## src/hdl/fer_pkg.sv

```systemverilog
// shared constants, types and the 5b/4b lookup of the fast ethernet receive path
// assumes one line bit per clk edge from the equaliser front end
package fer_pkg;
	localparam int CLK_HZ = 25_000_000;
	localparam int CLK_NS = 40;
	localparam int CLK_PER_US = CLK_HZ / 1_000_000;
	localparam int HOLD_US = 722;
	localparam int HOLD_CYC = HOLD_US * CLK_PER_US;
	localparam int LINK_US = 395;
	localparam int LINK_CYC = LINK_US * CLK_PER_US;
	// pulse filter on signal detect, short enough for data, long enough for link pulses
	localparam int SD_QUAL_NS = 400;
	localparam int SD_QUAL_CYC = (SD_QUAL_NS + CLK_NS - 1) / CLK_NS;
	localparam int CG_W = 5;
	localparam int SYNC_IDLES = 12;
	localparam int SYNC_BITS = SYNC_IDLES * CG_W;
	localparam int IDLE_BITS = 58;
	localparam int RUN_W = 7;
	localparam int LFSR_W = 11;
	localparam int LFSR_TAP_A = 10;
	localparam int LFSR_TAP_B = 8;
	localparam int FC_W = 16;
	localparam logic [4:0] CG_IDLE = 5'h1f;
	localparam logic [4:0] CG_T = 5'h0d;
	localparam logic [4:0] CG_R = 5'h07;
	localparam logic [9:0] CG_JK = 10'h311;
	localparam logic [2:0] JK_WAIT = 3'h6;
	localparam logic [2:0] PH_LAST = 3'h4;
	localparam logic [3:0] NIB_PRE = 4'h5;
	localparam logic [3:0] NIB_BAD = 4'he;

	typedef struct packed {
		logic [3:0] rxd;
		logic stb;
		logic dv;
		logic er;
		logic crs;
	} fer_mii_t;

	typedef enum logic [1:0] {
		ST_IDLE = 2'b00,
		ST_CHK = 2'b01,
		ST_DATA = 2'b10,
		ST_BAD = 2'b11
	} fer_state_t;

	// returns {valid, nibble}; control and violation codes come back invalid
	function automatic logic [4:0] fer_dec5(input logic [4:0] cg);
		case (cg)
			5'h1e: return 5'h10;
			5'h09: return 5'h11;
			5'h14: return 5'h12;
			5'h15: return 5'h13;
			5'h0a: return 5'h14;
			5'h0b: return 5'h15;
			5'h0e: return 5'h16;
			5'h0f: return 5'h17;
			5'h12: return 5'h18;
			5'h13: return 5'h19;
			5'h16: return 5'h1a;
			5'h17: return 5'h1b;
			5'h1a: return 5'h1c;
			5'h1b: return 5'h1d;
			5'h1c: return 5'h1e;
			5'h1d: return 5'h1f;
			default: return 5'h00;
		endcase
	endfunction
endpackage

```

## src/hdl/fer_descrambler.sv

```systemverilog
// serial descrambler with idle-based acquisition and hold timer
// assumes nrz bits arrive one per clk; en low holds it in reset
`timescale 1ns/1ps
`default_nettype none
module fer_descrambler
	import fer_pkg::*;
#(
	parameter int HOLD = HOLD_CYC
)(
	input wire logic clk,
	input wire logic rst,
	input wire logic en,
	input wire logic bypass,
	input wire logic sd_bit,
	output logic out_bit,
	output logic locked
);
	localparam int HW = $clog2(HOLD + 1);
	logic [LFSR_W-1:0] lfsr_r, lfsr_nxt;
	logic [RUN_W-1:0] run_r, run_nxt;
	logic [HW-1:0] hold_r, hold_nxt;
	logic locked_r, locked_nxt, out_r, out_nxt, n, ud, reload;

	always_comb
	begin
		n = lfsr_r[LFSR_TAP_A] ^ lfsr_r[LFSR_TAP_B]; // [RULE21]
		ud = sd_bit ^ n; // [RULE3]
		lfsr_nxt = lfsr_r;
		run_nxt = run_r;
		hold_nxt = hold_r;
		locked_nxt = locked_r;
		reload = 1'b0;
		if (!en)
		begin
			lfsr_nxt = '0;
			run_nxt = '0;
			hold_nxt = '0;
			locked_nxt = 1'b0;
		end
		else if (!locked_r)
		begin
			// idle assumed: descrambled one means sequence bit is the inverted line bit
			lfsr_nxt = {lfsr_r[LFSR_W-2:0], ~sd_bit};
			run_nxt = (~sd_bit == n) ? run_r + 1'b1 : '0;
			if (run_r == RUN_W'(SYNC_BITS - 1) && ~sd_bit == n) // [RULE4]
			begin
				locked_nxt = 1'b1;
				run_nxt = '0;
				hold_nxt = HW'(HOLD); // [RULE5]
			end
		end
		else
		begin
			lfsr_nxt = {lfsr_r[LFSR_W-2:0], n};
			run_nxt = ud ? run_r + 1'b1 : '0;
			reload = ud && run_r == RUN_W'(IDLE_BITS - 1);
			if (reload)
			begin
				hold_nxt = HW'(HOLD); // [RULE6]
				run_nxt = '0;
			end
			else if (hold_r == '0)
			begin
				locked_nxt = 1'b0; // [RULE7]
				lfsr_nxt = '0;
				run_nxt = '0;
			end
			else
				hold_nxt = hold_r - 1'b1;
		end
		// bypass hands the raw nrz stream to the aligner
		out_nxt = bypass ? sd_bit : (locked_r ? ud : 1'b1); // [RULE8]
	end

	always_ff @(posedge clk)
	begin
		if (rst)
		begin
			lfsr_r <= '0;
			run_r <= '0;
			hold_r <= '0;
			locked_r <= 1'b0;
			out_r <= 1'b1;
		end
		else
		begin
			lfsr_r <= lfsr_nxt;
			run_r <= run_nxt;
			hold_r <= hold_nxt;
			locked_r <= locked_nxt;
			out_r <= out_nxt;
		end
	end

	assign out_bit = out_r;
	assign locked = locked_r;
endmodule
`default_nettype wire

```

## src/hdl/fer_link_mon.sv

```systemverilog
// signal detect qualifier and link integrity monitor
// assumes sd_raw comes from the analog detector, asynchronous to clk
`timescale 1ns/1ps
`default_nettype none
module fer_link_mon
	import fer_pkg::*;
#(
	parameter int LINK = LINK_CYC
)(
	input wire logic clk,
	input wire logic rst,
	input wire logic sd_raw,
	output logic sig_det,
	output logic link_up
);
	localparam int LW = $clog2(LINK + 1);
	localparam int QW = $clog2(SD_QUAL_CYC + 1);
	logic sd_s1, sd_s2, sd_r, sd_nxt, up_r, up_nxt;
	logic [QW-1:0] q_r, q_nxt;
	logic [LW-1:0] l_r, l_nxt;

	always_comb
	begin
		// link pulses are far shorter than the filter and never reach sig_det
		q_nxt = !sd_s2 ? '0 : (q_r == QW'(SD_QUAL_CYC) ? q_r : q_r + 1'b1); // [RULE14]
		sd_nxt = sd_s2 && q_r == QW'(SD_QUAL_CYC);
		l_nxt = !sd_r ? '0 : (l_r == LW'(LINK) ? l_r : l_r + 1'b1);
		up_nxt = sd_r && l_r == LW'(LINK); // [RULE13]
	end

	always_ff @(posedge clk)
	begin
		if (rst)
		begin
			sd_s1 <= 1'b0;
			sd_s2 <= 1'b0;
			q_r <= '0;
			sd_r <= 1'b0;
			l_r <= '0;
			up_r <= 1'b0;
		end
		else
		begin
			sd_s1 <= sd_raw;
			sd_s2 <= sd_s1;
			q_r <= q_nxt;
			sd_r <= sd_nxt;
			l_r <= l_nxt;
			up_r <= up_nxt;
		end
	end

	assign sig_det = sd_r;
	assign link_up = up_r;
endmodule
`default_nettype wire

```

## src/hdl/fer_rx_pcs.sv

```systemverilog
// 100 Mb/s receive pcs: mlt3 to nrz, descramble, align, 5b/4b decode, bad ssd
// assumes mlt3_lvl carries one equalised line level per clk, asynchronous to clk
// Contract
// (RULE1) convert mlt3 to nrzi, then nrzi to nrz before descrambling
// (RULE2) deserialize bit stream into 5-bit symbols for the receive state machine
// (RULE3) descramble by xoring each line bit with local sequence
// (RULE4) lock after 12 consecutive idle groups descrambling to ones
// (RULE5) start 722 us hold timer on lock
// (RULE6) reload hold timer on 58 idle bit times within interval
// (RULE7) hold timer expiry drops lock and restarts acquisition
// (RULE8) aligner takes descrambler output or raw nrz when bypassed
// (RULE9) lock code-group boundary after start delimiter pair 11000 10001
// (RULE10) present preamble nibbles 0101 0101 in place of start pair
// (RULE11) translate each following code-group to a nibble by lookup
// (RULE12) stop decoding on end delimiter or two idle groups
// (RULE13) link up only after signal detect valid 395 us
// (RULE14) link pulses never assert signal detect
// (RULE15) idle to non-idle without start pair is bad start delimiter
// (RULE16) on bad start, error and 1110 per group until two idles
// (RULE17) each bad start adds exactly one to false carrier counter
// (RULE18) after bad start, two idles drop error and carrier
// (RULE19) end delimiter is 01101 then 00111
// (RULE20) control groups inside data decode invalid with error
// (RULE21) sequence from closed loop 11-bit lfsr
// (RULE22) sixteen-entry data mapping, other codes invalid
`timescale 1ns/1ps
`default_nettype none
module fer_rx_pcs
	import fer_pkg::*;
#(
	parameter int HOLD = HOLD_CYC,
	parameter int LINK = LINK_CYC
)(
	input wire logic clk,
	input wire logic rst,
	input wire logic [1:0] mlt3_lvl,
	input wire logic sig_det_raw,
	input wire logic scr_bypass,
	output fer_mii_t mii_rx,
	output logic [FC_W-1:0] false_carrier_event_counter,
	output logic sig_det,
	output logic link_up,
	output logic scr_locked
);
	logic [1:0] lvl_s1, lvl_s2, lvl_prev_r;
	logic byp_s1, byp_s2;
	logic nrzi_r, nrzi_nxt, nrzi_d_r, nrz_r, nrz_nxt;
	logic dscr_bit, rx_en;
	fer_state_t state_r, state_nxt;
	logic [9:0] win_r, win_nxt;
	logic [2:0] cnt_r, cnt_nxt, ph_r, ph_nxt;
	logic pre2_r, pre2_nxt, prev_t_r, prev_t_nxt, prev_i_r, prev_i_nxt;
	fer_mii_t mii_r, mii_nxt;
	logic [FC_W-1:0] fc_r, fc_nxt;
	logic [4:0] cg, dec;
	logic grp_done, jk_ok;

	// line front end: each mlt3 level change is a one in nrz
	always_comb
	begin
		nrzi_nxt = nrzi_r ^ (lvl_s2 != lvl_prev_r); // [RULE1]
		nrz_nxt = nrzi_r ^ nrzi_d_r; // [RULE1]
	end

	always_ff @(posedge clk)
	begin
		if (rst)
		begin
			lvl_s1 <= 2'h0;
			lvl_s2 <= 2'h0;
			lvl_prev_r <= 2'h0;
			byp_s1 <= 1'b0;
			byp_s2 <= 1'b0;
			nrzi_r <= 1'b0;
			nrzi_d_r <= 1'b0;
			nrz_r <= 1'b0;
		end
		else
		begin
			lvl_s1 <= mlt3_lvl;
			lvl_s2 <= lvl_s1;
			lvl_prev_r <= lvl_s2;
			byp_s1 <= scr_bypass;
			byp_s2 <= byp_s1;
			nrzi_r <= nrzi_nxt;
			nrzi_d_r <= nrzi_r;
			nrz_r <= nrz_nxt;
		end
	end

	fer_link_mon #(
		.LINK(LINK)
	) u_link (
		.clk(clk),
		.rst(rst),
		.sd_raw(sig_det_raw),
		.sig_det(sig_det),
		.link_up(link_up)
	);

	fer_descrambler #(
		.HOLD(HOLD)
	) u_dscr (
		.clk(clk),
		.rst(rst),
		.en(link_up),
		.bypass(byp_s2),
		.sd_bit(nrz_r),
		.out_bit(dscr_bit),
		.locked(scr_locked)
	);

	// receive runs only with link up and a locked (or bypassed) descrambler
	assign rx_en = link_up && (scr_locked || byp_s2); // [RULE13]

	always_comb
	begin
		win_nxt = {win_r[8:0], dscr_bit}; // [RULE2]
		cg = win_nxt[4:0];
		dec = fer_dec5(cg); // [RULE11] [RULE22]
		grp_done = ph_r == PH_LAST;
		jk_ok = win_nxt == CG_JK;
		state_nxt = state_r;
		cnt_nxt = cnt_r;
		ph_nxt = grp_done ? 3'h0 : ph_r + 3'h1; // [RULE2]
		pre2_nxt = 1'b0;
		prev_t_nxt = prev_t_r;
		prev_i_nxt = prev_i_r;
		fc_nxt = fc_r;
		mii_nxt = mii_r;
		mii_nxt.stb = 1'b0;
		case (state_r)
			ST_IDLE:
			begin
				mii_nxt.dv = 1'b0;
				mii_nxt.er = 1'b0;
				mii_nxt.crs = 1'b0;
				// first zero after idle is the third bit of a good start group
				if (!dscr_bit)
				begin
					state_nxt = ST_CHK;
					cnt_nxt = JK_WAIT;
					mii_nxt.crs = 1'b1;
				end
			end
			ST_CHK:
			begin
				if (cnt_r != 3'h0)
					cnt_nxt = cnt_r - 3'h1;
				else if (jk_ok)
				begin
					state_nxt = ST_DATA; // [RULE9]
					ph_nxt = 3'h0; // [RULE9]
					mii_nxt.stb = 1'b1;
					mii_nxt.rxd = NIB_PRE; // [RULE10]
					mii_nxt.dv = 1'b1;
					pre2_nxt = 1'b1;
					prev_t_nxt = 1'b0;
					prev_i_nxt = 1'b0;
				end
				else
				begin
					state_nxt = ST_BAD; // [RULE15]
					ph_nxt = 3'h0;
					fc_nxt = fc_r + 1'b1; // [RULE17]
					mii_nxt.stb = 1'b1;
					mii_nxt.rxd = NIB_BAD; // [RULE16]
					mii_nxt.er = 1'b1;
					prev_i_nxt = 1'b0;
				end
			end
			ST_DATA:
			begin
				if (pre2_r)
				begin
					mii_nxt.stb = 1'b1;
					mii_nxt.rxd = NIB_PRE; // [RULE10]
					mii_nxt.er = 1'b0;
				end
				if (grp_done)
				begin
					if ((prev_t_r && cg == CG_R) || (prev_i_r && cg == CG_IDLE)) // [RULE12] [RULE19]
					begin
						state_nxt = ST_IDLE;
						mii_nxt.dv = 1'b0;
						mii_nxt.er = 1'b0;
						mii_nxt.crs = 1'b0;
					end
					else if (cg == CG_T || cg == CG_IDLE)
					begin
						// held back one group: may be first half of a terminator
						prev_t_nxt = cg == CG_T;
						prev_i_nxt = cg == CG_IDLE;
					end
					else
					begin
						mii_nxt.stb = 1'b1;
						mii_nxt.rxd = dec[4] ? dec[3:0] : NIB_BAD;
						// lone terminator or idle, or J/K/H, inside data is an error
						mii_nxt.er = !dec[4] || prev_t_r || prev_i_r; // [RULE20]
						prev_t_nxt = 1'b0;
						prev_i_nxt = 1'b0;
					end
				end
			end
			ST_BAD:
			begin
				if (grp_done)
				begin
					if (prev_i_r && cg == CG_IDLE)
					begin
						state_nxt = ST_IDLE; // [RULE18]
						mii_nxt.er = 1'b0;
						mii_nxt.crs = 1'b0;
					end
					else
					begin
						mii_nxt.stb = 1'b1;
						mii_nxt.rxd = NIB_BAD; // [RULE16]
						mii_nxt.er = 1'b1;
					end
					prev_i_nxt = cg == CG_IDLE;
				end
			end
			default:
				state_nxt = ST_IDLE;
		endcase
		if (!rx_en)
		begin
			state_nxt = ST_IDLE;
			mii_nxt = '0;
		end
	end

	always_ff @(posedge clk)
	begin
		if (rst)
		begin
			state_r <= ST_IDLE;
			win_r <= 10'h3ff;
			cnt_r <= 3'h0;
			ph_r <= 3'h0;
			pre2_r <= 1'b0;
			prev_t_r <= 1'b0;
			prev_i_r <= 1'b0;
			fc_r <= '0;
			mii_r <= '0;
		end
		else
		begin
			state_r <= state_nxt;
			win_r <= win_nxt;
			cnt_r <= cnt_nxt;
			ph_r <= ph_nxt;
			pre2_r <= pre2_nxt;
			prev_t_r <= prev_t_nxt;
			prev_i_r <= prev_i_nxt;
			fc_r <= fc_nxt;
			mii_r <= mii_nxt;
		end
	end

	assign mii_rx = mii_r;
	assign false_carrier_event_counter = fc_r;
endmodule
`default_nettype wire

```

## config.mk

```make
export PLATFORM = sky130hd
export DESIGN_NAME = fer_rx_pcs
export DESIGN_NICKNAME = d
export VERILOG_FILES = /design/src/hdl/fer_pkg.sv /design/src/hdl/fer_descrambler.sv /design/src/hdl/fer_link_mon.sv /design/src/hdl/fer_rx_pcs.sv
export SDC_FILE = /design/constraint.sdc
export NUM_CORES = 1
export LEC_CHECK = 0
export BUFFER_PORTS_ARGS = -buffer_cell sky130_fd_sc_hd__buf_4
export CORE_MARGIN = 1
export CORE_UTILIZATION = 60
export DETAILED_ROUTE_END_ITERATION = 7
export PLACE_DENSITY = 0.83
export SYNTH_ARGS = -nofsm -noshare
export SYNTH_HDL_FRONTEND = slang
export SYNTH_SLANG_ARGS = --single-unit
```

## constraint.sdc

```tcl
create_clock -name clk -period 2.4 [get_ports clk]
set_clock_uncertainty 0.05 [all_clocks]
set_input_delay 0.36 -clock clk [delete_from_list [all_inputs] [get_ports clk]]
set_output_delay 0.36 -clock clk [all_outputs]
set_load 0.01 [all_outputs]
```

Word-level counts from Yosys, hierarchy flattened

Memories as Yosys holds them, arrays and structs flattened. A register that Yosys moved wholly into a read port is not among the register bits.
Cells that the tools add are included.

Memories: 1
Memory bits (read-only): 160
Register bits: 112
Output and inout bits: 27

Memories:

| name             | depth | bits a word | rd ports | clocked after Yosys merged registers in | wr ports | line          | RTL |
|---|---|---|---|---|---|---|---|
| (name not given) | 32    | 5           | 1        | 1                                       | 0        | fer_pkg.sv:49 | `case (cg)` |

Reductions and logical operators: 37
Multiplexer cells: 70
Bitwise logic cells: 12
Equality and inequality tests: 26
$add $sub $neg: 7

Operator list:

| operator              | count |
|---|---|
| $mux 15               | 4 |
| $mux 7                | 7 |
| $mux 5                | 7 |
| $mux 11               | 3 |
| $mux 1                | 27 |
| $ne 2x2->1 const B    | 11 |
| $reduce_and 5->1      | 4 |
| $add 16x1->16 const B | 1 |
| $logic_not 15->1      | 1 |
| $mux 3                | 5 |
| $pmux 5 s3            | 1 |
| $sub 15x1->15 const B | 1 |
| $add 14x1->14 const B | 1 |
| $eq 14x14->1 const B  | 1 |
| $eq 7x6->1 const B    | 2 |
| $mux 2                | 7 |
| $reduce_bool 3->1     | 4 |
| $eq 10x10->1 const B  | 1 |
| $pmux 1 s3            | 3 |
| $reduce_and 3->1      | 3 |
| $mux 8                | 1 |
| $not 1->1             | 8 |
| $pmux 2 s4            | 1 |
| $reduce_or 2->1       | 4 |
| other kinds (28)      | 44 |

Longest topological paths before layout

Depth in word-level cells: 7
Gate-level depth with buffers: 8

By module

From an unflattened synthesis, not the netlist that was laid out.

Cells, all modules: 593
Area total of the unflattened synthesis: 5247.5 sq um

Modules (own cells, without submodules):

| module          | times used | area each (sq um) | cells each |
|---|---|---|---|
| fer_rx_pcs      | 1          | 2673.8            | 311 |
| fer_descrambler | 1          | 1589.0            | 177 |
| fer_link_mon    | 1          | 984.7             | 105 |

Least setup slack after synthesis

No wires, ideal clock.

Kind: register -> register
Start point: register state_r[1]
End point: register fc_r[15] (netlist: false_carrier_event_counter[15])
Required time: 2279 ps
Path slack: 290 ps
Library setup time: 71 ps
Stages on the path, launching flop included: 9
Arrival time: 1989 ps
Cell sequence: dfxtp_1 > inv_1 > ha_1 > buf_4 > nand3b_1 > nor4_1 > nand2_1 > or3_1 > a21oi_1

Cells in the longest elaborated chain, start to end: 2

Ends and longest elaborated chain:

| what                              | line              | RTL |
|---|---|---|
| start, declared                   | fer_rx_pcs.sv:49  | `fer_state_t state_r, state_nxt;` |
| start signal, assigned            | fer_rx_pcs.sv:251 | `state_r <= state_nxt;` |
| $eq 2x1->1                        | fer_rx_pcs.sv:132 | `case (state_r)` |
| $reduce_and 3->1 (no source line) | n/a               |  |
| end signal, assigned              | fer_rx_pcs.sv:258 | `fc_r <= fc_nxt;` |
| end, declared                     | fer_rx_pcs.sv:54  | `logic [FC_W-1:0] fc_r, fc_nxt;` |

No other way between the ends.
A chain may end at the register's enable or synchronous reset.

Worst setup path after layout

Start point: register u_dscr.hold_r[0]
End point: register u_dscr.hold_r[13]

Cells in the longest elaborated chain, start to end: 4

Ends and longest elaborated chain:

| what                   | line                  | RTL |
|---|---|---|
| start, declared        | fer_descrambler.sv:21 | `logic [HW-1:0] hold_r, hold_nxt;` |
| start signal, assigned | fer_descrambler.sv:89 | `hold_r <= hold_nxt;` |
| $sub 15x1->15          | fer_descrambler.sv:69 | `hold_nxt = hold_r - 1'b1;` |
| $mux 15                | fer_descrambler.sv:62 | `else if (hold_r == '0)` |
| $mux 15                | fer_descrambler.sv:57 | `if (reload)` |
| $mux 15                | fer_descrambler.sv:40 | `else if (!locked_r)` |

Several ways; a longest one is shown, not always the timed one. The select of a mux whose other input is x is not followed.

==> metrics.csv <==
stage,metric,value,unit
worst_setup_path,reg2reg_from,u_dscr.hold_r[0],
hold_path,min_delay_worst_endpoint,lvl_s1[1],
cts,htree_levels,4,
floorplan,start_util,0.6176,
worst_setup_path,cp.required,2.82,ns
yosys,async_flop_share,0,
worst_setup_path,worst_setup_path_start_kind,flip-flop,
worst_setup_path,crit_type,flip-flop to flip-flop,
timing,worst_pin_slew,0.8278,ns
placement,preCtsSetupSlack,0.2251,ns
placement,hpwl,7839,um
timing,setup_tns,0,ns
worst_setup_path,crit_family,simple AND/OR/NAND/NOR gates,
yosys,synth.net_count,621,
grt,first_global_vias,4095,
yosys,synth_compound_area_frac,0.1296,
yosys,yosysSeqAreaShare,0.4370,
timing,drv_slew,0,
run_status,status,completed,
final_layout,nNetsFinal,669,
drt,drcViolationCount,0,
drt,postRouteAntennaNets,0,
drt,drtPass1Iterations,6,
drt,highest_layer,met4,
yosys,synth-simple-area-share,0.2507,
yosys,synthesis.area,5360,um2
drt,met2_length,5635,um
grt,antenna_found_initial,0,
worst_setup_path,crit_arrival,2.64,ns
grt,overflow,0,
cts,cts_buffers,17,
yosys,syn_avg_cell_area,9.009,um2
yosys,synth_top_family_by_area,simple AND/OR/NAND/NOR gates,
final_layout,finalNonFillerCells,763,
timing,finalCriticalPeriod,2.222,ns
timing,slew_headroom,0.4423,
cts,clkLatencyLatePin,0.52,ns
final_layout,final_common_cell,dfxtp_1,
worst_setup_path,reg2reg_depth,7,
floorplan,coreArea,8678,um2
worst_setup_path,critPathMaxFanout,9,
timing,setup_violations,0,
yosys,yosys.area_share.adder,0.04669,
timing,setup_slack,0.1785,ns
timing,hold_ws,0.008055,ns
drt,routed-wl-met3,549,um
drt,wl_met1,5259,um
pwr,power.total,4646,uW
final_layout,layout_common_cells,"dfxtp_1 (117), nor2_1 (68), buf_4 (51)",
drt,wl_per_cell,15.39,um
yosys,synth_mux_area_frac,0.01681,
floorplan,die_w,96.52,um
worst_setup_path,path_buf_inv,1,
grt,grt_pass1_wl,18720,um
final_layout,antennaDiodeCount,0,
yosys,ys_types,67,
cts,cts.sinks,117,
drt,via_count,4555,
yosys,synth_xor_area_frac,0.07937,
cts,clk_path_buf_depth,2,
pwr,peakVddDrop,0.0005541,V
floorplan,num_io_pins,33,
timing,max_freq,0.4501,GHz
timing,rsz0062_at_grt,true,
placement,dp_cells,730,
job,max_cap_viol_count,0,
worst_setup_path,max_stage_delay,0.52,ns
worst_setup_path,crit_chain,inv_1 > ha_1 > nor3b_1 > a41oi_1 > nor2_4 > or4_1 > nand2_1,
drt,viasPerCell,5.970,
worst_setup_path,cp-end-kind,flip-flop,
drt,routed_wl,11740,um
placement,portBuffers,32,
floorplan,rows,34,
yosys,synth-main-ff-cell,dfxtp_1,
yosys,syn_inst,595,
hold_path,hold_path_depth,2,
final_layout,areaGrowthSynthToFinish,19.44,%
drt,drt_iter0_markers,314,
worst_setup_path,path_depth,7,
floorplan,die_area,9315,um2
worst_setup_path,slowest_stage,a41oi_1,
yosys,synth_seq_cells,117,
yosys,yosys_warnings,0,
cts,cts_tree,done,
hold_path,holdCritPathClass,input pin to flip-flop,
yosys,synth_edf_count,0,
grt,grtUsageTotal,0.2634,
timing,timing_hold_violations_final,0,
hold_path,worstHoldStart,mlt3_lvl[1],
grt,grt_max_degree,38,
pwr,power_density,725.7,nW/um2
worst_setup_path,reg2reg_slack,0.18,ns
cts,clock-root-buffer,clkbuf_8,
timing,fin_crit_sh,0.9256,
worst_setup_path,timing.rr.end,u_dscr.hold_r[13],
placement,gp_congestion,0.9128,
pwr,p_leak,0.002443,uW
final_layout,drive_gt1_frac,0.1527,
floorplan,die_y,96.52,um
cts,clkTransAtPathRegs,0.06,ns
==> synth_stat cells (9+ instances only) <==
cell type | n | area, um2
and2_1 | 14 | 87.58
dfxtp_1 | 117 | 2342
clkbuf_1 | 16 | 60.06
nor2b_1 | 15 | 93.84
nand2_1 | 40 | 150.1
nand4_1 | 11 | 68.82
nor4_1 | 11 | 68.82
ha_1 | 20 | 250.2
o21ai_0 | 17 | 85.08
nor3_1 | 10 | 50.05
a21oi_1 | 22 | 110.1
mux2i_1 | 9 | 90.09
nand3_1 | 28 | 140.1
xnor2_1 | 21 | 183.9
xor2_1 | 25 | 219.0
inv_1 | 27 | 101.4
nor2_1 | 68 | 255.2
==> power breakdown <==
part           switching, uW  internal [uW]  leakage [uW]  total (uW)
logic                   59.7           51.5       0.00121         111
clock network            866           1680      0.000286        2550
registers               17.4           1970      0.000946        1990
total                    943           3700       0.00244        4650
==> registers in the layout, summed over array words and instances, names as in the netlist, 2 cells and up <==
signal / cells
u_link.l_r: 14
lvl_prev_r: 2
lvl_s2: 2
u_dscr.lfsr_r: 11
u_dscr.hold_r: 15
ph_r: 3
dec: 5
false_carrier_event_counter: 16
mii_rx: 8
state_r: 2
win_r: 9
cnt_r: 3
u_link.q_r: 4
lvl_s1: 2
u_dscr.run_r: 7
==> how the worst max path moves through the flow <==
stage                           from                               to  slack, ns
detailed placement  u_dscr.hold_r[0]                u_dscr.hold_r[11]       0.23
CTS                 u_dscr.hold_r[0]                u_dscr.hold_r[11]       0.18
global placement    u_dscr.hold_r[0]                u_dscr.lfsr_r[10]       0.32
floorplan                 state_r[1]  false_carrier_event_counter[15]       0.29
finish              u_dscr.hold_r[0]                u_dscr.hold_r[13]       0.18
global route        u_dscr.hold_r[0]                 u_dscr.hold_r[1]      -0.01
==> metrics by stage <==
step	instance area [um2]	utilization
floorplan	5360	-
global placement	5769	0.6648
detailed placement	5769	0.6648
CTS	6389	0.7362
global route	6402	0.7377
finish	6402	0.7377
==> routing by layer <==
| metal | vias to the layer above | track usage |
|---|---|---|
| li1 | 2213 | - |
| met1 | 2172 | 0.3200 |
| met2 | 141 | 0.4296 |
| met3 | 29 | 0.07277 |
| met4 | 0 | 0.1275 |
| met5 | - | 0 |
==> logic make-up (layout without fill, tap and decap cells) <==
group | after synthesis | after routing
AOI/OAI and AO/OA | 97 | 97
xor gates and xnor gates | 47 | 47
adders and majority gates | 20 | 20
buffers and inverters | 52 | 112
DFF | 117 | 117
muxes | 9 | 9
and+or+nand+nor | 253 | 253
==> final cells by class <==
cell class	count	area (um2)
Timing Repair Buffer	53	402.9
Tap cell	108	135.1
Fill cell	625	2276
Clock buffer	23	476.7
Inverter	28	105.1
Sequential cell	117	2342
Clock inverter	8	122.6
Multi-Input combinational cell	426	2818
==> timing repair <==
item	4_1_cts	5_1_grt
endpoints found under the hold margin	2	0
resized for setup	0	2
setup buffers	0	0
hold buffers	2	0
setup endpoints to repair	0	5
No activity file was read; power rests on OpenSTA's default activity.
